## config.mk

```make
export PLATFORM = sky130hd
export DESIGN_NAME = pic_top
export DESIGN_NICKNAME = d
export VERILOG_FILES = /design/src/pic_pkg.sv /design/src/pic_top.sv /design/src/pic_led_chan.sv
export SDC_FILE = /design/constraint.sdc
export NUM_CORES = 1
export LEC_CHECK = 0
export BUFFER_PORTS_ARGS = -buffer_cell sky130_fd_sc_hd__buf_2
export CAP_MARGIN = 20
export CORE_MARGIN = 4
export CORE_UTILIZATION = 45
export CTS_CLUSTER_SIZE = 20
export DETAILED_ROUTE_END_ITERATION = 6
export PLACE_DENSITY = 0.68
export SLEW_MARGIN = 20
export SYNTH_ARGS = -nofsm -noshare
export SYNTH_HDL_FRONTEND = slang
export SYNTH_SLANG_ARGS = --single-unit
export TNS_END_PERCENT = 100
```

## constraint.sdc

```tcl
create_clock -name i_clk -period 6.41 [get_ports i_clk]
set_clock_uncertainty 0.05 [all_clocks]
set_input_delay 1.282 -clock i_clk [delete_from_list [all_inputs] [get_ports i_clk]]
set_output_delay 1.282 -clock i_clk [all_outputs]
set_load 0.005 [all_outputs]
```

## src/pic_pkg.sv

```systemverilog
package pic_pkg;
   // ----------------------------------------
   // clock and timing
   // ----------------------------------------
   localparam int CLK_NS = 10;
   localparam int T_MS_NS = 1_000_000;
   localparam int MS_CYC = T_MS_NS / CLK_NS;
   localparam int T_PWM_HZ = 5000;
   localparam int PWM_CYC = 1_000_000_000 / (T_PWM_HZ * CLK_NS);
   localparam int T_BOOT_BLINK_MS = 1000;
   localparam int SRST_CYC = 16;
   localparam int GEN_MAX_FRAMES = 30_000_000;
   // link-loss answers in one clock cycle, well inside both bounds
   localparam int T_FLF_MAX_US = 3000;
   localparam int T_EARLY_MAX_US = 150;

   // ----------------------------------------
   // register map (6-bit word address)
   // ----------------------------------------
   localparam logic [5:0] A_CTRL = 6'h00;
   localparam logic [5:0] A_STAT = 6'h01;
   localparam logic [5:0] A_MACCFG = 6'h17;
   localparam logic [5:0] A_IMASK = 6'h19;
   localparam logic [5:0] A_ISTAT = 6'h1a;
   localparam logic [5:0] A_LEDMODE = 6'h1d;
   localparam logic [5:0] A_LEDBEH = 6'h1e;
   localparam logic [5:0] A_LEDEXT = 6'h33;
   localparam logic [5:0] A_EXT2 = 6'h34;
   localparam logic [5:0] A_GP25 = 6'h39;
   localparam logic [5:0] A_GENCTL = 6'h3d;
   localparam logic [5:0] A_GENCFG = 6'h3e;

   // ----------------------------------------
   // field positions
   // ----------------------------------------
   localparam int B_SRST = 15;
   localparam int B_NEAR_LB = 14;
   localparam int B_ISOLATE = 10;
   localparam int B_LINK = 2;
   localparam int B_FAR_LB = 3;
   localparam int B_MAC_LO = 11;
   localparam int B_WOL = 6;
   localparam int B_FLF = 7;
   localparam int B_PULSE_EN = 12;
   localparam int B_BLINK_RATE = 2;
   localparam int B_STRETCH_RATE = 4;
   localparam int B_BOOT_BLINK = 11;
   localparam int B_EARLY_EN = 15;
   localparam int B_FLF_EN = 14;
   localparam int B_SOF_EN = 12;
   localparam int B_GEN_EN = 15;
   localparam int B_GEN_GO = 14;
   localparam int B_GEN_CONT = 13;
   localparam int B_BAD_FCS = 15;

   localparam logic [15:0] RST_VAL = 16'h0000;
   localparam logic [15:0] RST_LEDMODE = 16'h00a9;
   localparam logic [3:0] M_LINK = 4'h6;
   localparam logic [3:0] M_COL = 4'h9;
   localparam logic [3:0] M_ACT = 4'ha;
   localparam logic [3:0] M_OFF = 4'he;
   localparam logic [3:0] M_ON = 4'hf;
   localparam logic [1:0] MAC_MII = 2'h0;
   localparam logic [7:0] PREAMBLE = 8'h55;
   localparam logic [7:0] SFD = 8'hd5;
   localparam logic [31:0] CRC_POLY = 32'hedb88320;

   typedef struct packed {
      logic vld;
      logic [7:0] dat;
   } pic_byte_t;

   typedef enum logic [1:0] {GEN_IDLE, GEN_BODY, GEN_GAP} pic_gen_st_t;

   // blink half periods 200/100/50/25 ms, stretch 50/100/200/400 ms
   function automatic logic [8:0] pic_blink_half_ms(input logic [1:0] r);
      return 9'(200 >> r);
   endfunction

   function automatic logic [8:0] pic_stretch_ms(input logic [1:0] r);
      return 9'(50 << r);
   endfunction
endpackage

```

## src/pic_top.sv

```systemverilog
// Implementation choices: the strobed register port and the address map.
`timescale 1ns/1ps
`default_nettype none
module pic_top
   import pic_pkg::*;
#(
   parameter int NUM_LED = 2,
   parameter int MS_CYCLES = MS_CYC,
   parameter int PWM_CYCLES = PWM_CYC,
   parameter int MAX_FRAMES = GEN_MAX_FRAMES
)
(
   input wire logic i_clk,
   input wire logic i_rst_b,
   input wire logic [5:0] i_addr,
   input wire logic [15:0] i_wdata,
   input wire logic i_wr,
   input wire logic i_rd,
   output logic [15:0] o_rdata,
   input wire logic i_standby_hold_pin,
   input wire logic i_link_up,
   input wire logic i_speed100,
   input wire logic i_integrity_fail,
   input wire logic i_early_fail,
   input wire logic i_magic_det,
   input wire logic i_collision,
   input wire logic i_activity,
   input wire pic_byte_t i_mac_tx,
   input wire pic_byte_t i_med_rx,
   output pic_byte_t o_med_tx,
   output pic_byte_t o_mac_rx,
   output logic [3:0] o_rxd_hi,
   output logic o_rxd_hi_sel,
   output logic [NUM_LED-1:0] o_led_n,
   output logic o_link_loss_alert_pin,
   output logic o_mgmt_interrupt_n
);
   localparam int MSW = $clog2(MS_CYCLES);
   localparam int PWW = $clog2(PWM_CYCLES);

   logic [15:0] ctrl_ff, maccfg_ff, imask_ff, istat_ff, ledmode_ff, ledbeh_ff;
   logic [15:0] ledext_ff, ext2_ff, gp25_ff, genctl_ff, gencfg_ff;
   logic [4:0] srst_cnt_ff;
   logic srst_done;
   logic [2:0] hold_sync_ff;
   logic [MSW-1:0] ms_cnt_ff;
   logic ms_tick;
   logic [PWW-1:0] pwm_cnt_ff;
   logic [31:0] pwm_thr;
   logic [8:0] blink_cnt_ff;
   logic blink_ph_ff;
   logic [9:0] boot_cnt_ff;
   logic flf_raw, flf_prev_ff;
   logic wr_istat_rd;
   pic_gen_st_t gen_st_ff;
   logic [11:0] idx_ff;
   logic [11:0] frame_len;
   logic [24:0] frames_ff;
   logic [31:0] crc_ff;
   pic_byte_t gen_byte;
   pic_byte_t nxt_med_tx, nxt_mac_rx;
   logic [7:0] prev_tx_ff, prev_rx_ff;
   logic pcs_clk_ff;

   function automatic logic [31:0] crc_byte(input logic [31:0] c, input logic [7:0] d);
      logic [31:0] r;
      r = c;
      for (int i = 0; i < 8; i++)
         r = (r[0] ^ d[i]) ? ((r >> 1) ^ CRC_POLY) : (r >> 1);
      return r;
   endfunction

   function automatic logic is_wr(input logic [5:0] a);
      return i_wr && i_addr == a;
   endfunction

   // ----------------------------------------
   // register writes
   // ----------------------------------------
   always_ff @(posedge i_clk or negedge i_rst_b)
   begin
      if (!i_rst_b)
      begin
         maccfg_ff <= RST_VAL;
         imask_ff <= RST_VAL;
         ledmode_ff <= RST_LEDMODE;
         ledbeh_ff <= RST_VAL;
         ledext_ff <= RST_VAL;
         ext2_ff <= RST_VAL;
         gp25_ff <= RST_VAL;
         gencfg_ff <= RST_VAL;
      end
      else
      begin
         if (is_wr(A_MACCFG))
            maccfg_ff <= i_wdata;
         if (is_wr(A_IMASK))
            imask_ff <= i_wdata;
         if (is_wr(A_LEDMODE))
            ledmode_ff <= i_wdata;
         if (is_wr(A_LEDBEH))
            ledbeh_ff <= i_wdata;
         if (is_wr(A_LEDEXT))
            ledext_ff <= i_wdata;
         if (is_wr(A_EXT2))
            ext2_ff <= i_wdata;
         if (is_wr(A_GP25))
            gp25_ff <= i_wdata;
         if (is_wr(A_GENCFG))
            gencfg_ff <= i_wdata;
      end
   end

   // ----------------------------------------
   // control with self-clearing soft reset
   // ----------------------------------------
   assign srst_done = ctrl_ff[B_SRST] && srst_cnt_ff == 5'(SRST_CYC - 1);

   always_ff @(posedge i_clk or negedge i_rst_b)
   begin
      if (!i_rst_b)
      begin
         ctrl_ff <= RST_VAL;
         srst_cnt_ff <= 5'h00;
      end
      else
      begin
         if (is_wr(A_CTRL))
            ctrl_ff <= i_wdata;
         else if (srst_done)
            ctrl_ff[B_SRST] <= 1'b0;
         srst_cnt_ff <= ctrl_ff[B_SRST] ? srst_cnt_ff + 5'h01 : 5'h00;
      end
   end

   // ----------------------------------------
   // read port, one cycle latency
   // ----------------------------------------
   always_ff @(posedge i_clk or negedge i_rst_b)
   begin
      if (!i_rst_b)
         o_rdata <= 16'h0000;
      else if (i_rd)
      begin
         unique case (i_addr)
            A_CTRL: o_rdata <= ctrl_ff;
            A_STAT: o_rdata <= 16'(i_link_up) << B_LINK;
            A_MACCFG: o_rdata <= maccfg_ff;
            A_IMASK: o_rdata <= imask_ff;
            A_ISTAT: o_rdata <= istat_ff;
            A_LEDMODE: o_rdata <= ledmode_ff;
            A_LEDBEH: o_rdata <= ledbeh_ff;
            A_LEDEXT: o_rdata <= ledext_ff;
            A_EXT2: o_rdata <= ext2_ff;
            A_GP25: o_rdata <= gp25_ff;
            A_GENCTL: o_rdata <= genctl_ff;
            A_GENCFG: o_rdata <= gencfg_ff;
            default: o_rdata <= 16'h0000;
         endcase
      end
   end

   // ----------------------------------------
   // interrupts and link loss
   // ----------------------------------------
   assign flf_raw = i_speed100 ? i_integrity_fail : ~i_link_up;
   assign wr_istat_rd = i_rd && i_addr == A_ISTAT;

   always_ff @(posedge i_clk or negedge i_rst_b)
   begin
      if (!i_rst_b)
      begin
         istat_ff <= 16'h0000;
         flf_prev_ff <= 1'b0;
         o_link_loss_alert_pin <= 1'b0;
         o_mgmt_interrupt_n <= 1'b1;
      end
      else
      begin
         flf_prev_ff <= flf_raw;
         // clear on read, a new event in the same cycle survives
         if (wr_istat_rd)
            istat_ff <= 16'h0000;
         if (i_magic_det && imask_ff[B_WOL])
            istat_ff[B_WOL] <= 1'b1;
         if (ext2_ff[B_FLF_EN] && i_speed100 && flf_raw && !flf_prev_ff)
            istat_ff[B_FLF] <= 1'b1;
         o_link_loss_alert_pin <= ext2_ff[B_FLF_EN] & (flf_raw
            | (ext2_ff[B_EARLY_EN] & i_speed100 & i_early_fail));
         o_mgmt_interrupt_n <= ~((istat_ff[B_WOL] & imask_ff[B_WOL])
            | (istat_ff[B_FLF] & imask_ff[B_FLF]));
      end
   end

   // ----------------------------------------
   // prescalers and LED timing
   // ----------------------------------------
   assign ms_tick = ms_cnt_ff == MSW'(MS_CYCLES - 1);
   assign pwm_thr = (32'(gp25_ff[15:8]) * 32'(PWM_CYCLES)) >> 8;

   always_ff @(posedge i_clk or negedge i_rst_b)
   begin
      if (!i_rst_b)
      begin
         ms_cnt_ff <= '0;
         pwm_cnt_ff <= '0;
         blink_cnt_ff <= 9'h000;
         blink_ph_ff <= 1'b0;
      end
      else
      begin
         ms_cnt_ff <= ms_tick ? '0 : ms_cnt_ff + 1'b1;
         pwm_cnt_ff <= (pwm_cnt_ff == PWW'(PWM_CYCLES - 1)) ? '0 : pwm_cnt_ff + 1'b1;
         if (ms_tick)
         begin
            if (blink_cnt_ff + 9'h001 >= pic_blink_half_ms(ledbeh_ff[B_BLINK_RATE +: 2]))
            begin
               blink_cnt_ff <= 9'h000;
               blink_ph_ff <= ~blink_ph_ff;
            end
            else
               blink_cnt_ff <= blink_cnt_ff + 9'h001;
         end
      end
   end

   // standby pin is asynchronous: two flops, then edge on the third
   always_ff @(posedge i_clk or negedge i_rst_b)
   begin
      if (!i_rst_b)
      begin
         hold_sync_ff <= 3'h0;
         boot_cnt_ff <= 10'h000;
      end
      else
      begin
         hold_sync_ff <= {hold_sync_ff[1:0], i_standby_hold_pin};
         if (ledext_ff[B_BOOT_BLINK] && (srst_done || (hold_sync_ff[2] && !hold_sync_ff[1])))
            boot_cnt_ff <= 10'(T_BOOT_BLINK_MS);
         else if (ms_tick && boot_cnt_ff != 10'h000)
            boot_cnt_ff <= boot_cnt_ff - 10'h001;
      end
   end

   for (genvar g = 0; g < NUM_LED; g++)
   begin : g_led
      pic_led_chan u_led (
         .i_clk(i_clk),
         .i_rst_b(i_rst_b),
         .i_mode(ledmode_ff[4*g +: 4]),
         .i_stretch(ledbeh_ff[g]),
         .i_stretch_ms(pic_stretch_ms(ledbeh_ff[B_STRETCH_RATE +: 2])),
         .i_ms_tick(ms_tick),
         .i_blink_ph(blink_ph_ff),
         .i_boot_blink(boot_cnt_ff != 10'h000),
         .i_pulse_en(ledbeh_ff[B_PULSE_EN]),
         .i_pwm_on(32'(pwm_cnt_ff) < pwm_thr),
         .i_link(i_link_up),
         .i_col(i_collision),
         .i_act(i_activity),
         .o_led_n(o_led_n[g])
      );
   end

   // ----------------------------------------
   // test frame generator
   // ----------------------------------------
   // header 8 + addresses 12 + payload + fcs 4
   assign frame_len = 12'd24 + {3'h0, gencfg_ff[14:12], 6'h00} + 12'd46;

   always_comb
   begin
      gen_byte = '{vld: gen_st_ff == GEN_BODY, dat: 8'h00};
      if (idx_ff < 12'd7)
         gen_byte.dat = PREAMBLE;
      else if (idx_ff == 12'd7)
         gen_byte.dat = SFD;
      else if (idx_ff < 12'd14)
         gen_byte.dat = genctl_ff[7:0];
      else if (idx_ff < 12'd20)
         gen_byte.dat = {2{genctl_ff[11:8]}};
      else if (idx_ff < frame_len - 12'd4)
         gen_byte.dat = gencfg_ff[7:0];
      else
      begin
         gen_byte.dat = crc_ff[8*(idx_ff - (frame_len - 12'd4)) +: 8];
         if (!gencfg_ff[B_BAD_FCS])
            gen_byte.dat = ~gen_byte.dat;
      end
   end

   always_ff @(posedge i_clk or negedge i_rst_b)
   begin
      if (!i_rst_b)
      begin
         genctl_ff <= RST_VAL;
         gen_st_ff <= GEN_IDLE;
         idx_ff <= 12'h000;
         frames_ff <= 25'h0000000;
         crc_ff <= 32'hffffffff;
      end
      else
      begin
         if (is_wr(A_GENCTL))
         begin
            genctl_ff <= i_wdata;
            frames_ff <= 25'h0000000;
         end
         unique case (gen_st_ff)
            GEN_IDLE:
               if (genctl_ff[B_GEN_EN] && genctl_ff[B_GEN_GO])
               begin
                  gen_st_ff <= GEN_BODY;
                  idx_ff <= 12'h000;
               end
            GEN_BODY:
            begin
               // freeze the sum while its own bytes go out
               if (idx_ff <= 12'd7)
                  crc_ff <= 32'hffffffff;
               else if (idx_ff < frame_len - 12'd4)
                  crc_ff <= crc_byte(crc_ff, gen_byte.dat);
               idx_ff <= idx_ff + 12'h001;
               if (idx_ff == frame_len - 12'h001)
               begin
                  gen_st_ff <= GEN_GAP;
                  idx_ff <= 12'h000;
                  frames_ff <= is_wr(A_GENCTL) ? 25'h0000000 : frames_ff + 25'h0000001;
                  if (!genctl_ff[B_GEN_CONT] && frames_ff == 25'(MAX_FRAMES - 1)
                      && !is_wr(A_GENCTL))
                     genctl_ff[B_GEN_GO] <= 1'b0;
               end
            end
            GEN_GAP:
            begin
               idx_ff <= idx_ff + 12'h001;
               if (idx_ff >= {8'h00, gencfg_ff[11:8]} + 12'd11)
                  gen_st_ff <= GEN_IDLE;
            end
         endcase
      end
   end

   // ----------------------------------------
   // data path, loopbacks and frame-start pins
   // ----------------------------------------
   always_comb
   begin
      nxt_med_tx = i_mac_tx;
      if (ctrl_ff[B_NEAR_LB])
         nxt_med_tx = '0;
      else if (genctl_ff[B_GEN_EN])
         nxt_med_tx = gen_byte;
      else if (maccfg_ff[B_FAR_LB])
         nxt_med_tx = i_med_rx;
      nxt_mac_rx = i_med_rx;
      if (ctrl_ff[B_ISOLATE])
         nxt_mac_rx = '0;
      else if (ctrl_ff[B_NEAR_LB])
         nxt_mac_rx = i_mac_tx;
   end

   always_ff @(posedge i_clk or negedge i_rst_b)
   begin
      if (!i_rst_b)
      begin
         o_med_tx <= '0;
         o_mac_rx <= '0;
         prev_tx_ff <= 8'h00;
         prev_rx_ff <= 8'h00;
         pcs_clk_ff <= 1'b0;
         o_rxd_hi <= 4'h0;
         o_rxd_hi_sel <= 1'b0;
      end
      else
      begin
         o_med_tx <= nxt_med_tx;
         o_mac_rx <= nxt_mac_rx;
         if (nxt_med_tx.vld)
            prev_tx_ff <= nxt_med_tx.dat;
         if (i_med_rx.vld)
            prev_rx_ff <= i_med_rx.dat;
         pcs_clk_ff <= ~pcs_clk_ff;
         o_rxd_hi_sel <= ext2_ff[B_SOF_EN] && maccfg_ff[B_MAC_LO +: 2] != MAC_MII;
         o_rxd_hi <= {i_med_rx.vld && i_med_rx.dat == SFD && prev_rx_ff == PREAMBLE,
            ~pcs_clk_ff,
            nxt_med_tx.vld && nxt_med_tx.dat == SFD && prev_tx_ff == PREAMBLE,
            ~pcs_clk_ff};
      end
   end
endmodule
`default_nettype wire

```

## src/pic_led_chan.sv

```systemverilog
`timescale 1ns/1ps
`default_nettype none
module pic_led_chan
   import pic_pkg::*;
(
   input wire logic i_clk,
   input wire logic i_rst_b,
   input wire logic [3:0] i_mode,
   input wire logic i_stretch,
   input wire logic [8:0] i_stretch_ms,
   input wire logic i_ms_tick,
   input wire logic i_blink_ph,
   input wire logic i_boot_blink,
   input wire logic i_pulse_en,
   input wire logic i_pwm_on,
   input wire logic i_link,
   input wire logic i_col,
   input wire logic i_act,
   output logic o_led_n
);
   logic event_now;
   logic str_on_ff;
   logic seen_ff;
   logic [8:0] hold_ff;
   logic on_now;

   // ----------------------------------------
   // event select
   // ----------------------------------------
   always_comb
   begin
      event_now = 1'b0;
      if (i_mode == M_COL)
         event_now = i_col;
      else if (i_mode == M_ACT)
         event_now = i_act;
   end

   // ----------------------------------------
   // pulse stretch: each state held for the minimum time
   // ----------------------------------------
   always_ff @(posedge i_clk or negedge i_rst_b)
   begin
      if (!i_rst_b)
      begin
         str_on_ff <= 1'b0;
         seen_ff <= 1'b0;
         hold_ff <= 9'h000;
      end
      else if (hold_ff != 9'h000)
      begin
         seen_ff <= seen_ff | event_now;
         if (i_ms_tick)
            hold_ff <= hold_ff - 9'h001;
      end
      else if ((seen_ff | event_now) != str_on_ff)
      begin
         str_on_ff <= seen_ff | event_now;
         seen_ff <= 1'b0;
         // one extra tick, since the first may come right away
         hold_ff <= i_stretch_ms + 9'h001;
      end
      else
         seen_ff <= 1'b0;
   end

   always_comb
   begin
      unique case (i_mode)
         M_ON: on_now = 1'b1;
         M_OFF: on_now = 1'b0;
         M_LINK: on_now = i_link;
         M_COL, M_ACT: on_now = i_stretch ? str_on_ff : (event_now & i_blink_ph);
         default: on_now = 1'b0;
      endcase
      // forced-on suppresses the after-reset blink
      if (i_boot_blink && i_mode != M_ON)
         on_now = i_blink_ph;
   end

   always_ff @(posedge i_clk or negedge i_rst_b)
   begin
      if (!i_rst_b)
         o_led_n <= 1'b1;
      else
         o_led_n <= ~(on_now & (~i_pulse_en | i_pwm_on));
   end
endmodule
`default_nettype wire

```

# ---- Word-level counts from Yosys, hierarchy flattened
# Index checks and enable logic that the tools add are counted.
dict set report word_totals {
  register_bits 376
  input_bits 52
  elab_cells 278
}
dict set report classes {
  n_addsub 17
  multipliers 1
  magnitude_cmp 8
  eq_ne 40
  shifts 3
  n_mux 67
  n_bitwise 40
  n_reduce_logical 56
}
# operator n
set op_table {}
lappend op_table {{$mux W32} 10}
lappend op_table {{$pmux W16 S12} 1}
lappend op_table {{$not A13 Y14} 8}
lappend op_table {{$mux W9} 12}
lappend op_table {{$mux W25} 4}
lappend op_table {{$mux W8} 7}
lappend op_table {{$pmux W12 S3} 1}
lappend op_table {{$shiftx A32 B33 Y8} 1}
lappend op_table {{$eq A6 B5 Y1 const B} 5}
lappend op_table {{$eq A6 B6 Y1 const B} 5}
lappend op_table {{$mux W15} 2}
lappend op_table {{$logic_and A1 B1 Y1} 29}
lappend op_table {{$add A25 B1 Y25 const B} 1}
lappend op_table {{$eq A25 B25 Y1 const B} 1}
lappend op_table {{$eq A4 B4 Y1 const B} 6}
lappend op_table {{$mux W12} 2}
lappend op_table {{$sub A11 B3 Y12 const B} 2}
lappend op_table {{$mux W10} 2}
lappend op_table {{$add A9 B1 Y9 const B} 2}
lappend op_table {{$mul A8 B10 Y18 const B} 1}
lappend op_table {{$mux W1} 18}
lappend op_table {{$reduce_bool A9 Y1} 2}
lappend op_table {{$sub A9 B1 Y9 const B} 2}
lappend op_table {{$add A17 B1 Y17 const B} 1}
lappend op_table {{other kinds (53)} 107}

# ---- Longest topological paths before layout
# Gate-level depths: netlist (run 1).
dict set report depth {
  ltp_word 30
  depth_mapped 23
}

# ---- By module
# From an unflattened synthesis (run 1), not the netlist that was laid out.
dict set report unflattened {
  hier_cells 1899
  area_unflattened_um2 20678.6
}
# module instances cells_per_inst area_per_inst_um2 seq_area_each_um2
set by_module_without_submodules {}
lappend by_module_without_submodules {pic_top 1 1685 18821.8 8804.7}
lappend by_module_without_submodules {pic_led_chan 2 107 928.4 301.5}

# ---- Worst setup path after synthesis (run 1)
# OpenSTA, ideal clock, no wires.
dict set report synth_path {
  path_type {register -> register}
  start {register gp25_ff[10]}
  end {register g_led[1].u_led.o_led_n}
  t_arrival_ps 4773
  t_required_ps 6275
  slack_ps 1501
  stages_incl_launch_ff 24
  path_buffers 0
  path_cell_list {dfrtp_1 -> ha_1 -> ha_1 -> inv_1 -> fa_1 -> fa_1 -> inv_1 -> fa_1 -> a21o_1 -> a21oi_1 -> o21bai_1 -> a21oi_1 -> nor2b_1 -> o21a_1 -> o21ai_0 -> nand2b_1 -> a21oi_1 -> xor2_1 -> ha_1 -> a21o_1 -> a21oi_1 -> nor2b_1 -> a21oi_1 -> o21ai_0}
}
dict set report synth_between {
  elab_chain_len 5
}
# item line_no
set synth_rtl {}
lappend synth_rtl {{start, declared} pic_top.sv:42} ;# logic [15:0] ledext_ff, ext2_ff, gp25_ff, genctl_ff, gencfg_ff;
lappend synth_rtl {{start signal, assigned} pic_top.sv:108} ;# gp25_ff <= i_wdata;
lappend synth_rtl {{$mul A8 B10 Y18} pic_top.sv:199} ;# assign pwm_thr = (32'(gp25_ff[15:8]) * 32'(PWM_CYCLES)) >> 8;
lappend synth_rtl {{$lt A15 B15 Y1} pic_top.sv:257} ;# .i_pwm_on(32'(pwm_cnt_ff) < pwm_thr),
lappend synth_rtl {{$or A1 B1 Y1} pic_led_chan.sv:86} ;# o_led_n <= ~(on_now & (~i_pulse_en | i_pwm_on));
lappend synth_rtl {{$and A1 B1 Y1} pic_led_chan.sv:86}
lappend synth_rtl {{$not A1 Y1} pic_led_chan.sv:86}
lappend synth_rtl {{end signal, assigned} pic_led_chan.sv:86}
lappend synth_rtl {{end, declared} pic_led_chan.sv:19} ;# output logic o_led_n
# No other way between the ends.
# A chain may end at the register's enable or synchronous reset.

# ---- Worst setup path in the final report (run 1)
dict set report layout_path {
  start {register gp25_ff[11]}
  end {register g_led[1].u_led.o_led_n}
}
# The elaborated chain is that of the path after synthesis.

==> results of run 1 <==
[Yosys cell counts, types with 14 or more instances]
cell      number  area [µm²]
a21o_1        14         105
buf_1         19        71.3
nand2_1      127         477
nand2b_1      17         106
nand3_1       51         255
nor2_1       157         589
o21ai_0       66         330
a22oi_1       16         120
or3_1         22         138
a21oi_1       71         355
nand4_1       27         169
nor4_1        20         125
ha_1          99        1240
mux2_2       173        1950
clkbuf_1      56         210
dfrtp_1      335        8380
a31oi_1       15        93.8
nor2b_1       15        93.8
a22o_1        34         298
xnor2_1       82         718
xor2_1        63         552
a221oi_1      34         298
nor3_1        27         135
a211oi_1      15         113
dfstp_2       39        1020
inv_1         66         248
mux2i_1       19         190
[power by group]
group / switching [mW] / total (mW) / leakage, nW / internal [mW]
sequential: 0.232 / 2.83 / 4.77 / 2.60
combinational: 0.549 / 1.02 / 4.72 / 0.467
clock: 0.984 / 2.52 / 0.729 / 1.53
[area by class of cell]
| cell class | instances | area (µm²) |
|---|---|---|
| clock buffer | 61 | 1260 |
| multi-input combinational | 1331 | 10300 |
| sequential | 374 | 9410 |
| antenna | 1 | 2.50 |
| tap | 592 | 741 |
| clock inverter | 16 | 209 |
| fill | 3904 | 21500 |
| timing repair buffer | 108 | 611 |
| inverter | 68 | 255 |
[routing by layer]
| layer | global-route usage | share of wire |
|---|---|---|
| met1 | 0.282 | 0.43 |
| met2 | 0.342 | 0.49 |
| met3 | 0.0327 | 0.048 |
| met4 | 0.0620 | 0.024 |
| met5 | 0 | 0 |
[layout by cell type, fill, tap and decap left out, drive strengths merged, types with 8 or more instances in the layout]
cell type and instances:
a211oi 15, a21o 14, a21oi 71, a221oi 34
a22o 34, a22oi 16, a31oi 15, a41oi 13
and2 10, and3 13, buf 108, clkbuf 61
clkinv 13, dfrtp 335, dfstp 39, fa 12
ha 99, inv 66, mux2 173, mux2i 19
mux4 8, nand2 127, nand2b 17, nand3 51
nand3b 9, nand4 27, nor2 157, nor2b 15
nor3 27, nor4 23, o211ai 8, o21ai 67
o22a 10, or3 22, xnor2 88, xor2 66
[state kept, by name, indices dropped and copies added (netlist names), 10 cells and up]
| register | cells |
|---|---|
| g_led.u_led.hold_ff | 18 |
| ext2_ff | 16 |
| ledbeh_ff | 16 |
| ledext_ff | 16 |
| pwm_cnt_ff | 15 |
| o_rdata | 16 |
| ms_cnt_ff | 17 |
| frames_ff | 25 |
| ctrl_ff | 16 |
| maccfg_ff | 16 |
| ledmode_ff | 16 |
| boot_cnt_ff | 10 |
| genctl_ff | 16 |
| gp25_ff | 16 |
| gencfg_ff | 16 |
| imask_ff | 16 |
| idx_ff | 12 |
| crc_ff | 32 |
[final timing paths]
path	from	to	slack, ns	cells past startpoint
min in group asynchronous	i_rst_b	pwm_cnt_ff[2]$_DFF_PN0_	0.78	1
setup reg to reg	gp25_ff[11]$_DFFE_PN0P_	g_led[1].u_led.o_led_n$_DFF_PN1_	1.04	23
setup / recovery	gp25_ff[11]$_DFFE_PN0P_	g_led[1].u_led.o_led_n$_DFF_PN1_	1.04	23
hold / removal	hold_sync_ff[0]$_DFF_PN0_	hold_sync_ff[1]$_DFF_PN0_	0.30	0
max in group asynchronous	i_rst_b	o_mac_rx[4]$_DFF_PN0_	4.29	2
hold reg to reg	hold_sync_ff[0]$_DFF_PN0_	hold_sync_ff[1]$_DFF_PN0_	0.30	0
[cells by family (layout without fill, tap and decap cells)]
logic type,Yosys count,after routing,synth area share
simple gates,525,525,0.127
flops,374,374,0.464
compound gates,339,339,0.119
mux,200,200,0.114
xor+xnor,155,155,0.0716
buf+inv,155,253,0.0308
fa+ha+maj,111,111,0.0730
other cells,1,2,0.000185
==> flow_results.org, run 1 <==
** Cells and area
- The finished layout holds 2551 standard cells, fillers aside.
- Synthesis-to-finish area growth :: 12.4%
- Total Nets Final :: 2088
- Share of final-layout standard cells stronger than drive strength 1 :: 0.223
- Fraction of the core area covered by cells at the end of the flow :: 0.514
- After routing the design area is 0.0228 mm².

** Synthesis
- Of all flip-flops after synthesis, the portion carrying an async set or reset was 1.00.
- Gate count of the mapped netlist :: 1860
- Count of unique library cells instantiated by Yosys :: 78
- Yosys warning total :: 0
- Avg Synthesized Cell Area :: 10.9 µm²
- Among all flip-flop cells after synthesis, the most frequent one is dfrtp_1.
- Of the synthesized area, sequential elements account for 0.464.
- Flip-flop and latch count after synthesis :: 374
- Post-synth EDFFs :: 0
- After synthesis the cells add up to 0.0203 mm².
- Net count of the mapped netlist :: 2023

** STA
- Clock period minus final worst setup slack :: 5.37 ns
- At the pin with the least slew margin, the transition time is 1.08 ns.
- The worst path meets setup with 1.04 ns of slack.
- Final hold analysis gives a worst-case slack of 0.303 ns.
- The number of hold violations in the final report came to 0.
- Setup violations remaining at the end of the flow were counted as 0.
- Post-route clock period utilization :: 0.838
- Max_slew headroom :: 0.281
- Final Max Tran Viols :: 0
- F_max :: 0.186 GHz
- Setup total negative slack on the finished layout was measured at 0 ns.
- RSZ-0062 raised after global routing :: no

** Global routing
- Number of antenna violations at the first check in global routing :: 2
- The total overflow left after global routing is 0.
- Entering global routing, the biggest net connects 129 pins.
- For this run, the total global-route usage over all layers was measured as 0.206.
- The first global-routing pass estimated 80600 µm of wire.
- Via count of the first global-routing pass :: 14700

** Route
- Once detail routing completed, the nets flagged for antenna violations numbered 0.
- Iteration-0 DRC Markers :: 1142
- Total Routed Length :: 49600 µm
- The routed layout has 14800 vias.
- Drt first pass iters :: 5
- Average vias per placed instance :: 5.79
- After detailed routing, the average wire length per cell comes to 19.4 µm.
- After detailed routing, the number of remaining DRC violations is 0.

** Worst setup path
- Maximum single-stage delay on the critical path :: 0.55 ns
- The worst setup path is of the reg2reg kind.
- The largest individual stage delay along the critical path comes from the cell fa_1.
- Among the stages of the critical path, the cell type that occurs most often is a21oi_1.
- The cell family contributing the most delay on the critical path is adder cells.
- Of all nets on the critical path, the largest fanout is 7.
- The critical path goes through ha_1 -> ha_1 -> inv_1 -> fa_1 -> fa_1 -> inv_1 -> fa_1 -> a21o_1 -> a21oi_1 -> o21bai_1 -> a21oi_1 -> nor2b_1 -> o21a_1 -> o21ai_0 -> nand2b_1 -> a21oi_1 -> xor2_1 -> ha_1 -> a21o_1 -> a21oi_1 -> nor2b_1 -> a21oi_1 -> o21ai_0.
- Data on the critical path is required at its endpoint by 6.85 ns.
- Worst Setup Start Kind :: flop
- Critical Path Sink Type :: flop
- The number of buffers and inverters on the critical path is 2.
- At the worst endpoint, the arrival time is 5.81 ns.

** Place
- Port buffering added 94 buffers.
- Detailed placer's ending HPWL :: 34200 µm
- At the placement stage, the worst setup path has a slack of 1.05 ns.
- Final weighted congestion in routability-driven placement :: 0.853
- Post-Place Cells :: 2473
- Cell area after placement :: 0.0213 mm²

** Die
- Row generation in the floorplan step produced 77 rows.
- From left edge to right edge, the die measures 220 µm.
- From bottom edge to top edge, the die measures 220 µm.
- Area inside the core boundary :: 0.0443 mm²
- Area of the die :: 0.0485 mm²
- Initial Utilization :: 0.457
- Top-level port count :: 95

** Power and ir drop
- Total power for the finished layout comes to 6.36 mW.
- Power density over the cells :: 279 mW/mm²
- VDD sags by at most 0.174 mV.
- The analysis attributes to cell leakage a power of 10.2 nW.

** Clock network
- The number of hold buffers added after CTS was 0.
- Post-CTS clock slew at the launch and capture registers of the worst setup and hold paths :: 0.06 ns
- The number of gates resized after CTS was 0.
- CTS root buf :: clkbuf_16
- TritonCTS built the clock tree.
- At the later pin of the worst-skew pair, clock insertion delay measures 0.57 ns.
- Post-CTS Repair Setup Buffers :: 0
- Clock H-tree levels :: 2
- CTS saw 374 sinks.
- Clk buf depth :: 3
- Cts bufs inserted :: 42

** Worst hold path
- Path type of the worst min-delay path :: reg2reg

** Run
- Across the run, the number of max-cap violations was 0.

** Outcome
- The flow ran to the end, and the final reports show no timing, DRC or antenna violations.
Note: power is estimated with default switching activity, not from simulation.
==> inputs of run 2 (changes only) <==
==> constraint.sdc (replaced) <==
create_clock -name i_clk -period 5 [get_ports i_clk]
set_clock_uncertainty 0.05 [all_clocks]
set_input_delay 1 -clock i_clk [delete_from_list [all_inputs] [get_ports i_clk]]
set_output_delay 1 -clock i_clk [all_outputs]
set_load 0.005 [all_outputs]
==> run 2 against run 1 <==
Compared with the run above:
- global-route usage grew 0.19 points
- via count shrank 0.56%
- power grew 29%
- worst setup slack lost 0.82 ns
- non-clock buffer count grew 18
- core utilization grew 0.33 points
- worst hold slack gained 0.0069 ns
- die area is the same
- final area grew 0.64%
- combinational power grew 36%
- cell count grew 0.71%
- maximum frequency grew 12%
- largest power group unchanged
==> flow_results.org, run 2 (synthesis gave the netlist of run 1 again) <==
** Outcome
- Status :: completed

** Route
- Average vias per placed instance :: 5.72 (-1.3%)
- Total number of vias :: 14700 (-0.56%)
- The sum of routed wire length over all layers came to 49900 µm (+0.49%).
- Iteration-0 DRC Markers :: 1087 (-4.8%)
- DRC violations left :: 0 (unchanged)
- The average wire per standard cell is 19.4 µm (-0.21%).
- ANT nets after route :: 0 (unchanged)
- Drt first pass iters :: 6 (+1)

** Clock network
- The clock tree buffer depth is 3 (unchanged).
- The clock input transition at the sequential cells of the worst setup and hold paths is 0.06 ns (about the same).
- The number of buffers inserted during clock tree synthesis came to 42 (unchanged).
- TritonCTS built the clock tree.
- CTS root buf :: clkbuf_16
- The clock net sink count came to 374 (unchanged).
- The clock latency of the later-clocked register in the worst-skew pair came to 0.59 ns (+0.02 ns).
- Clock H-tree levels :: 2 (unchanged)

** Die
- The total I/O pin count was 95 (unchanged).
- Horiz. Die Dim :: 220 µm (unchanged)
- FP Rows :: 77 (unchanged)
- Initial Utilization :: 0.457 (unchanged)
- The die boundary height came to 220 µm (unchanged).
- The area of the core came to 0.0443 mm² (unchanged).
- Area of the die :: 0.0485 mm² (unchanged)

** Power and ir drop
- The total leakage power came to 10.3 nW (+0.63%).
- The worst vdd rail ir drop came to 0.243 mV (+40%).
- Total power draw :: 8.21 mW (+29%)
- Power density over the cells :: 358 mW/mm² (+28%)

** Worst setup path
- Worst R2R End :: g_led[1].u_led.o_led_n$_DFF_PN1_
- In this run the worst setup path begins at gp25_ff[11]$_DFFE_PN0P_.
- Max Fanout on Critical Path :: 2 (-5)
- The arrival time at the worst endpoint is 5.25 ns (-0.56 ns).
- The register-to-register path setup slack came to 0.22 ns (-0.82 ns).
- Data required time of the critical path :: 5.47 ns (-1.38 ns)
- Worst Setup Start Kind :: flop
- WS Path Type :: reg2reg
- Crit path to :: g_led[1].u_led.o_led_n$_DFF_PN1_
- Startpoint of the worst register-to-register path :: gp25_ff[11]$_DFFE_PN0P_
- Critical Path Sink Type :: flop
- R2R depth :: 23 (unchanged)

** Cells and area
- Synthesis-to-finish area growth :: 13.1%
- Post-layout instance area :: 0.0229 mm² (+0.64%)
- Leaving out fill and tap cells, the most frequent cells in the layout are dfrtp_1, mux2_2, nor2_1, nand2_1, ha_1.
- The layout cell share with drive strength beyond 1 was 0.234 (+0.0111).
- The final cell utilization of the core came to 0.517 (+0.00330).
- Total Nets Final :: 2106 (+0.86%)
- In the final layout, the registers with the most flip-flops are crc_ff x32, frames_ff x25, g_led.u_led.hold_ff x18.
- Most flops, register :: crc_ff
- Max FFs per register :: 32 (unchanged)
- Commonest non-fill, non-tap cell in the layout :: dfrtp_1

** Global routing
- The number of global-route vias before repair came to 15000 (+1.7%).
- The initial antenna violation count was 3 (+1).
- The pin count of the biggest net entering global routing is 117 (-9.3%).
- Sum of overflow across all layers after global routing :: 0 (unchanged)
- Wire length of the first global-routing pass :: 81100 µm (+0.69%)
- The overall routing resource usage came to 0.208 (+0.00190).

** Worst hold path
- Path type of the worst min-delay path :: reg2reg
- Hold Path Origin :: hold_sync_ff[0]$_DFF_PN0_

** STA
- F_max :: 0.209 GHz (+12%)
- The relative slew slack came to 0.288 (+0.00670).
- RSZ-0062 raised after global routing :: yes
- Clock period minus final worst setup slack :: 4.78 ns (-0.588 ns)
- Final Hold Violating Endpoints :: 0 (unchanged)
- The slew at the pin closest to its max-slew limit is 1.07 ns (-0.0100 ns).
- The final setup slack of the worst path was 0.215 ns (-0.822 ns).
- Setup TNS after final layout :: 0 ns (unchanged)
- Post-route clock period utilization :: 0.957 (+0.119)
- The count of endpoints failing setup in the final report was 0 (unchanged).
- The max-slew violation count was 0 (unchanged).

** Place
- Total of buffers placed on input and output ports :: 94 (unchanged)
- Final weighted congestion in routability-driven placement :: 0.862 (+1.0%)
- The detailed placement HPWL is 34800 µm (+1.5%).
- The setup slack after placement was -0.113 ns (-1.17 ns).
- Cell area after placement :: 0.0214 mm² (+0.53%)

** Run
- Max-cap violations :: 0 (unchanged)
-- run 2: cell types whose count changed in the layout (fill, tap and decap cells not counted), moves of 3 or more --
| cell | previous run | this run |
|---|---|---|
| a21oi_2 | 0 | 10 |
| clkbuf_8 | 12 | 4 |
| buf_4 | 12 | 30 |
| o21ai_0 | 66 | 63 |
| clkbuf_1 | 6 | 12 |
| a21oi_1 | 70 | 61 |
-- run 2: worst min-delay path by stage --
stage	end	slack, ns	depth (start not counted)
after floorplan	hold_sync_ff[1]$_DFF_PN0_	0.28	0
after global placement	hold_sync_ff[1]$_DFF_PN0_	0.29	0
after detailed placement	hold_sync_ff[1]$_DFF_PN0_	0.30	0
after CTS	hold_sync_ff[1]$_DFF_PN0_	0.32	0
after global routing	hold_sync_ff[1]$_DFF_PN0_	0.33	0
final	hold_sync_ff[1]$_DFF_PN0_	0.31	0
-- run 2: final cells by class --
| class | count | area (µm²) |
|---|---|---|
| Fill cell | 3949 | 21400 |
| Inverter | 68 | 255 |
| Clock buffer | 58 | 1150 |
| Multi-Input combinational cell | 1331 | 10300 |
| Tap cell | 592 | 741 |
| Antenna cell | 1 | 2.50 |
| Clock inverter | 19 | 298 |
| Timing Repair Buffer | 126 | 746 |
| Sequential cell | 374 | 9410 |
-- run 2: through the flow --
| step | cells | hold WS [ns] |
|---|---|---|
| after floorplan | 1860 | 0.281 |
| after global placement | 2489 | 0.287 |
| after detailed placement | 2489 | 0.301 |
| after CTS | 2566 | 0.316 |
| after global routing | 2569 | 0.326 |
| final | 2569 | 0.310 |
-- run 2: power breakdown --
part           switching [mW]  leakage (nW)  total, mW  internal [mW]
sequential              0.259          4.77       3.59           3.33
clock                    1.30         0.703       3.24           1.94
combinational           0.755          4.81       1.39          0.630
total                    2.31          10.3       8.21           5.90
-- run 2: routing by layer --
metal	wire (µm)	vias up	global-route usage	share of wire
met4	1350	2	0.0682	0.027
met3	2100	72	0.0294	0.042
met1	22100	7434	0.284	0.44
met5	11	-	0	0.00022
li1	-	6860	-	-
met2	24300	324	0.344	0.49
-- run 2: what timing repair did --
| item | CTS | global route |
|---|---|---|
| hold buffers | 0 | 0 |
| resized for setup | 3 | 14 |
| buffers inserted | 0 | 2 |
| setup endpoints to repair | 2 | 2 |
| pin swaps | 3 | 15 |
-- run 2: critical path, cell delays in order (launching register included) --
cell      delay, ns
dfrtp_1        0.38
ha_1           0.31
ha_1           0.31
inv_2          0.04
fa_1           0.48
fa_1           0.53
inv_2          0.05
fa_2           0.34
a21o_1         0.18
a21oi_2        0.15
o21bai_1       0.10
a21oi_2        0.16
nor2b_1        0.06
o21a_1         0.21
o21ai_2        0.15
nand2b_1       0.08
a21oi_2        0.13
xor2_1         0.18
ha_1           0.26
a21o_1         0.17
a21oi_2        0.13
nor2b_2        0.07
a21oi_2        0.11
o21ai_1        0.08
==> inputs of run 3 (changes only) <==
--- a/config.mk
+++ b/config.mk
@@ -15,5 +15,6 @@
 export SLEW_MARGIN = 20
 export SYNTH_ARGS = -nofsm -noshare
 export SYNTH_HDL_FRONTEND = slang
+export SYNTH_HIERARCHICAL = 1
 export SYNTH_SLANG_ARGS = --single-unit
 export TNS_END_PERCENT = 100
==> run 3 against run 2 <==
Compared with the run above:
- the run now ends with negative setup slack left
- routed wire length is 4.6% higher
- clock power is 3% lower
- first-iteration DRC count is 16% higher
- largest power group unchanged
- global-route usage is 0.16 points higher
- worst setup slack worse by 0.27 ns
- non-clock buffer count is 14 higher
- critical path depth is 2 higher
- core utilization is 0.12 points higher
- highest routed layer unchanged
- count of clock-buffer cells in the layout stayed put
- worst hold slack worse by 0.011 ns
- maximum frequency is 5.4% lower
==> flow_results.org, run 3 <==
** STA
- Final Hold Violating Endpoints :: 0 (unchanged)
- The portion of the clock cycle consumed by the worst path in the final layout is 1.01 (+0.0548).
- Worst Setup Slack, final :: -0.0589 ns (-0.274 ns)
- The slew at the pin closest to its max-slew limit was 1.09 ns (+0.0226 ns).
- The final critical delay including setup and external delays was 5.06 ns (+0.274 ns).
- RSZ-0062 raised after global routing :: yes
- The count of endpoints failing setup in the final report was 2 (+2).
- The upper clock frequency limit is 0.198 GHz (-5.4%).
- Setup TNS after final layout :: -0.0995 ns (-0.0995 ns)
- Final Max Tran Viols :: 0 (unchanged)
- Max_slew headroom :: 0.273 (-0.0151)

** Route
- Total Routed Length :: 52100 µm (+4.6%)
- The via count normalized by instance count is 5.73 (+0.18%).
- The post-route antenna net violation count is 0 (unchanged).
- The via total after detailed routing was 15100 (+3.1%).
- Routed wirelength normalized by instance count :: 19.7 µm (+1.6%)
- Drt first pass iters :: 6 (unchanged)
- DRC violations left :: 0 (unchanged)
- The first-iteration detailed-routing DRC count came to 1260 (+16%).

** Synthesis
- By count the netlist is led by dfrtp_1, mux2_2, nor2_1.
- Yosys warning total :: 6 (+6)
- The number of enable flip-flop cells after synthesis was 0 (unchanged).
- Synth area leader :: dfrtp_1
- Prevailing post-synth register cell :: dfrtp_1
- The share of async-settable or async-resettable flops after synthesis is 1.00 (unchanged).
- Sequential share of the synthesized area :: 0.455 (-0.00938)
- The number of register bits inferred by synthesis was 374 (unchanged).
- Gate count of the mapped netlist :: 1899 (+2.1%)
- Count of unique library cells instantiated by Yosys :: 92 (+18%)
- Mapped cell area :: 0.0207 mm² (+2.1%)
- Top post-synthesis cells by area :: dfrtp_1, mux2_2, ha_1
- dfrtp_1 is the most common cell in the netlist.
- Avg Synthesized Cell Area :: 10.9 µm² (about the same)
- Area share of the leading cell type in the synthesized netlist :: 0.405 (-0.00836)

** Cells and area
- Max FFs per register :: 32 (unchanged)
- Antenna fix cells :: 0 (-1)
- Share of final-layout standard cells stronger than drive strength 1 :: 0.254 (+0.0206)
- Regs by FF count :: crc_ff x32, frames_ff x25, g_led.u_led/hold_ff x18
- Most flops, register :: crc_ff
- The final cell utilization of the core is 0.519 (+0.00125).
- The area growth from synthesis to layout is 13.8%.
- Commonest non-fill, non-tap cell in the layout :: dfrtp_1
- Leaving out fill and tap cells, the most frequent cells in the layout are dfrtp_1, mux2_2, nor2_1, nand2_1, ha_1.
- The final net count was 2175 (+3.3%).

** Die
- The overall die area is 0.0494 mm² (+2.0%).
- The width of the chip is 222 µm (+0.99%).
- The row count came to 78 (+1.3%).
- Initial Utilization :: 0.456 (-0.00151)
- Area inside the core boundary :: 0.0454 mm² (+2.4%)
- Top-level port count :: 95 (unchanged)
- The die boundary height was 222 µm (+0.99%).

** Worst hold path
- Hold Path Origin :: hold_sync_ff[0]$_DFF_PN0_
- The worst hold path belongs to the class reg2reg.
- The worst hold path depth was 0 (unchanged).
- The worst hold path terminates at hold_sync_ff[1]$_DFF_PN0_.

** Power and ir drop
- Total power draw :: 8.32 mW (+1.4%)
- Static Leakage :: 10.6 nW (+3.1%)
- The worst vdd rail ir drop was 0.275 mV (+13%).
- Power density over the cells :: 354 mW/mm² (-1.2%)

** Worst setup path
- Max Fanout on Critical Path :: 2 (unchanged)
- Most used cell along the critical path :: a21oi_2
- The depth of the most critical reg-to-reg path is 25 (+8.7%).
- The worst setup path is launched from a flop.
- STA classifies the critical path endpoint as a flop.
- The slowest stage of the critical path belongs to the cell fa_1.
- The worst endpoint required time is 5.45 ns (-0.02 ns).
- The setup path with the least slack is of type reg2reg.
- Register-to-Register Setup Slack :: -0.06 ns (-0.27 ns)
- Worst R2R End :: g_led[1].u_led/o_led_n$_DFF_PN1_
- The arrival time at the worst endpoint came to 5.51 ns (+0.26 ns).
- The delay of the slowest cell on the worst path is 0.53 ns (about the same).
- Startpoint of the worst register-to-register path :: gp25_ff[11]$_DFFE_PN0P_

** Global routing
- The number of global-route vias before repair was 15600 (+4.1%).
- Pin count of the biggest net entering global routing :: 113 (-3.4%)
- The first-pass GRT wire length came to 84900 µm (+4.6%).
- The initial antenna violation count was 2 (-1).
- The leftover overflow at the end of global routing came to 0 (unchanged).
- The overall routing resource usage was 0.210 (+0.00159).

** Clock network
- The number of hold buffers added after cts was 0 (unchanged).
- Cts bufs inserted :: 44 (+4.8%)
- The clock latency of the later-clocked register in the worst-skew pair was 0.58 ns (about the same).
- Post-CTS clock slew at the launch and capture registers of the worst setup and hold paths :: 0.06 ns (about the same)
- CTS placed an instance of clkbuf_16 at the clock tree root.
- Clock H-tree levels :: 2 (unchanged)
- TritonCTS clock tree :: built
- Clk buf depth :: 3 (unchanged)
- The clock net sink count is 374 (unchanged).

** Outcome
- Failing checks :: negative setup slack
- The flow ran to the end, but the final reports show violations.

** Place
- The weighted congestion at the end of routability-driven global placement was 0.862 (about the same).
- The setup slack after placement came to -0.298 ns (-0.185 ns).
- The count of buffers inserted at the top-level ports was 94 (unchanged).
- The detailed placement HPWL was 36300 µm (+4.5%).

** Run
- Max-cap violations :: 0 (unchanged)
## run 3: cell types whose count changed after synthesis, sizes merged, moves of 8 or more
| cell | delta |
|---|---|
| o21ai | -15 |
| nand3 | +26 |
| nand2 | -12 |
| nor2 | +12 |
| xor2 | +8 |
| nand3b | -8 |
| nor4 | -13 |
| inv | +14 |
| nor3 | +8 |
| xnor2 | +12 |
## run 3: logic make-up (layout without fill, tap and decap cells)
| logic type | Yosys count | in the layout | synth area share |
|---|---|---|---|
| simple gates | 553 | 553 | 0.135 |
| fa+ha+maj | 113 | 113 | 0.0727 |
| compound gates | 326 | 326 | 0.114 |
| mux | 196 | 196 | 0.110 |
| flops | 374 | 374 | 0.455 |
| buf+inv | 160 | 300 | 0.0311 |
| xor+xnor | 175 | 175 | 0.0814 |
| other cells | 2 | 7 | 0.000363 |
## run 3: how the worst max path moves through the flow
stage / end / slack (ns) / from
floorplan: g_led[0].u_led/o_led_n$_DFF_PN1_ / 0.003 / gp25_ff[10]$_DFFE_PN0P_
global placement: g_led[1].u_led/o_led_n$_DFF_PN1_ / -0.13 / gp25_ff[10]$_DFFE_PN0P_
detailed placement: g_led[1].u_led/o_led_n$_DFF_PN1_ / -0.30 / gp25_ff[10]$_DFFE_PN0P_
CTS: g_led[1].u_led/o_led_n$_DFF_PN1_ / -0.13 / gp25_ff[11]$_DFFE_PN0P_
global route: g_led[1].u_led/o_led_n$_DFF_PN1_ / -0.34 / gp25_ff[11]$_DFFE_PN0P_
finish: g_led[1].u_led/o_led_n$_DFF_PN1_ / -0.06 / gp25_ff[11]$_DFFE_PN0P_
## run 3: final cells by class
class / instances / area (µm²)
clock inverters: 22 / 176
flip-flops and latches: 374 / 9410
clock buffers: 58 / 1230
fillers: 3994 / 21900
multi-input cells: 1370 / 10800
well taps: 600 / 751
repair buffers: 140 / 867
inverters: 80 / 300
## run 3: layer usage
metal  vias to the layer above  track usage  share of wire
met5                         -            0        0.00025
met4                         2       0.0529          0.024
met3                        91       0.0380          0.059
met2                       410        0.345           0.48
met1                      7638        0.290           0.44
li1                       7007            -              -
## run 3: stage by stage
step | cell area (µm²) | hold slack, ns | cells
4_1_cts | 23500 | 0.301 | 2642
3_5_place_dp | 22000 | 0.288 | 2560
3_3_place_gp | 22000 | 0.287 | 2560
6_report | 23500 | 0.299 | 2644
5_1_grt | 23500 | 0.318 | 2644
2_1_floorplan | 20700 | 0.281 | 1904
## run 3: where the power goes
| part | switching, mW | internal, mW |
|---|---|---|
| clock | 1.33 | 1.81 |
| combinational | 0.844 | 0.721 |
| sequential | 0.281 | 3.34 |
## run 3: critical path: cells and delay by family (launching register included)
family / cells / cell delay, ns
buffers and inverters: 3 / 0.14
AOI/OAI and AO/OA: 11 / 1.64
DFF: 1 / 0.42
and+or+nand+nor: 4 / 0.45
xor gates and xnor gates: 1 / 0.18
adders and majority gates: 6 / 2.12
## run 3: what timing repair did
| action | 4_1_cts | 5_1_grt |
|---|---|---|
| pin swaps | 21 | 7 |
| setup buffers | 2 | 2 |
| gates resized for setup | 9 | 4 |
| endpoints found under the setup margin | 2 | 2 |
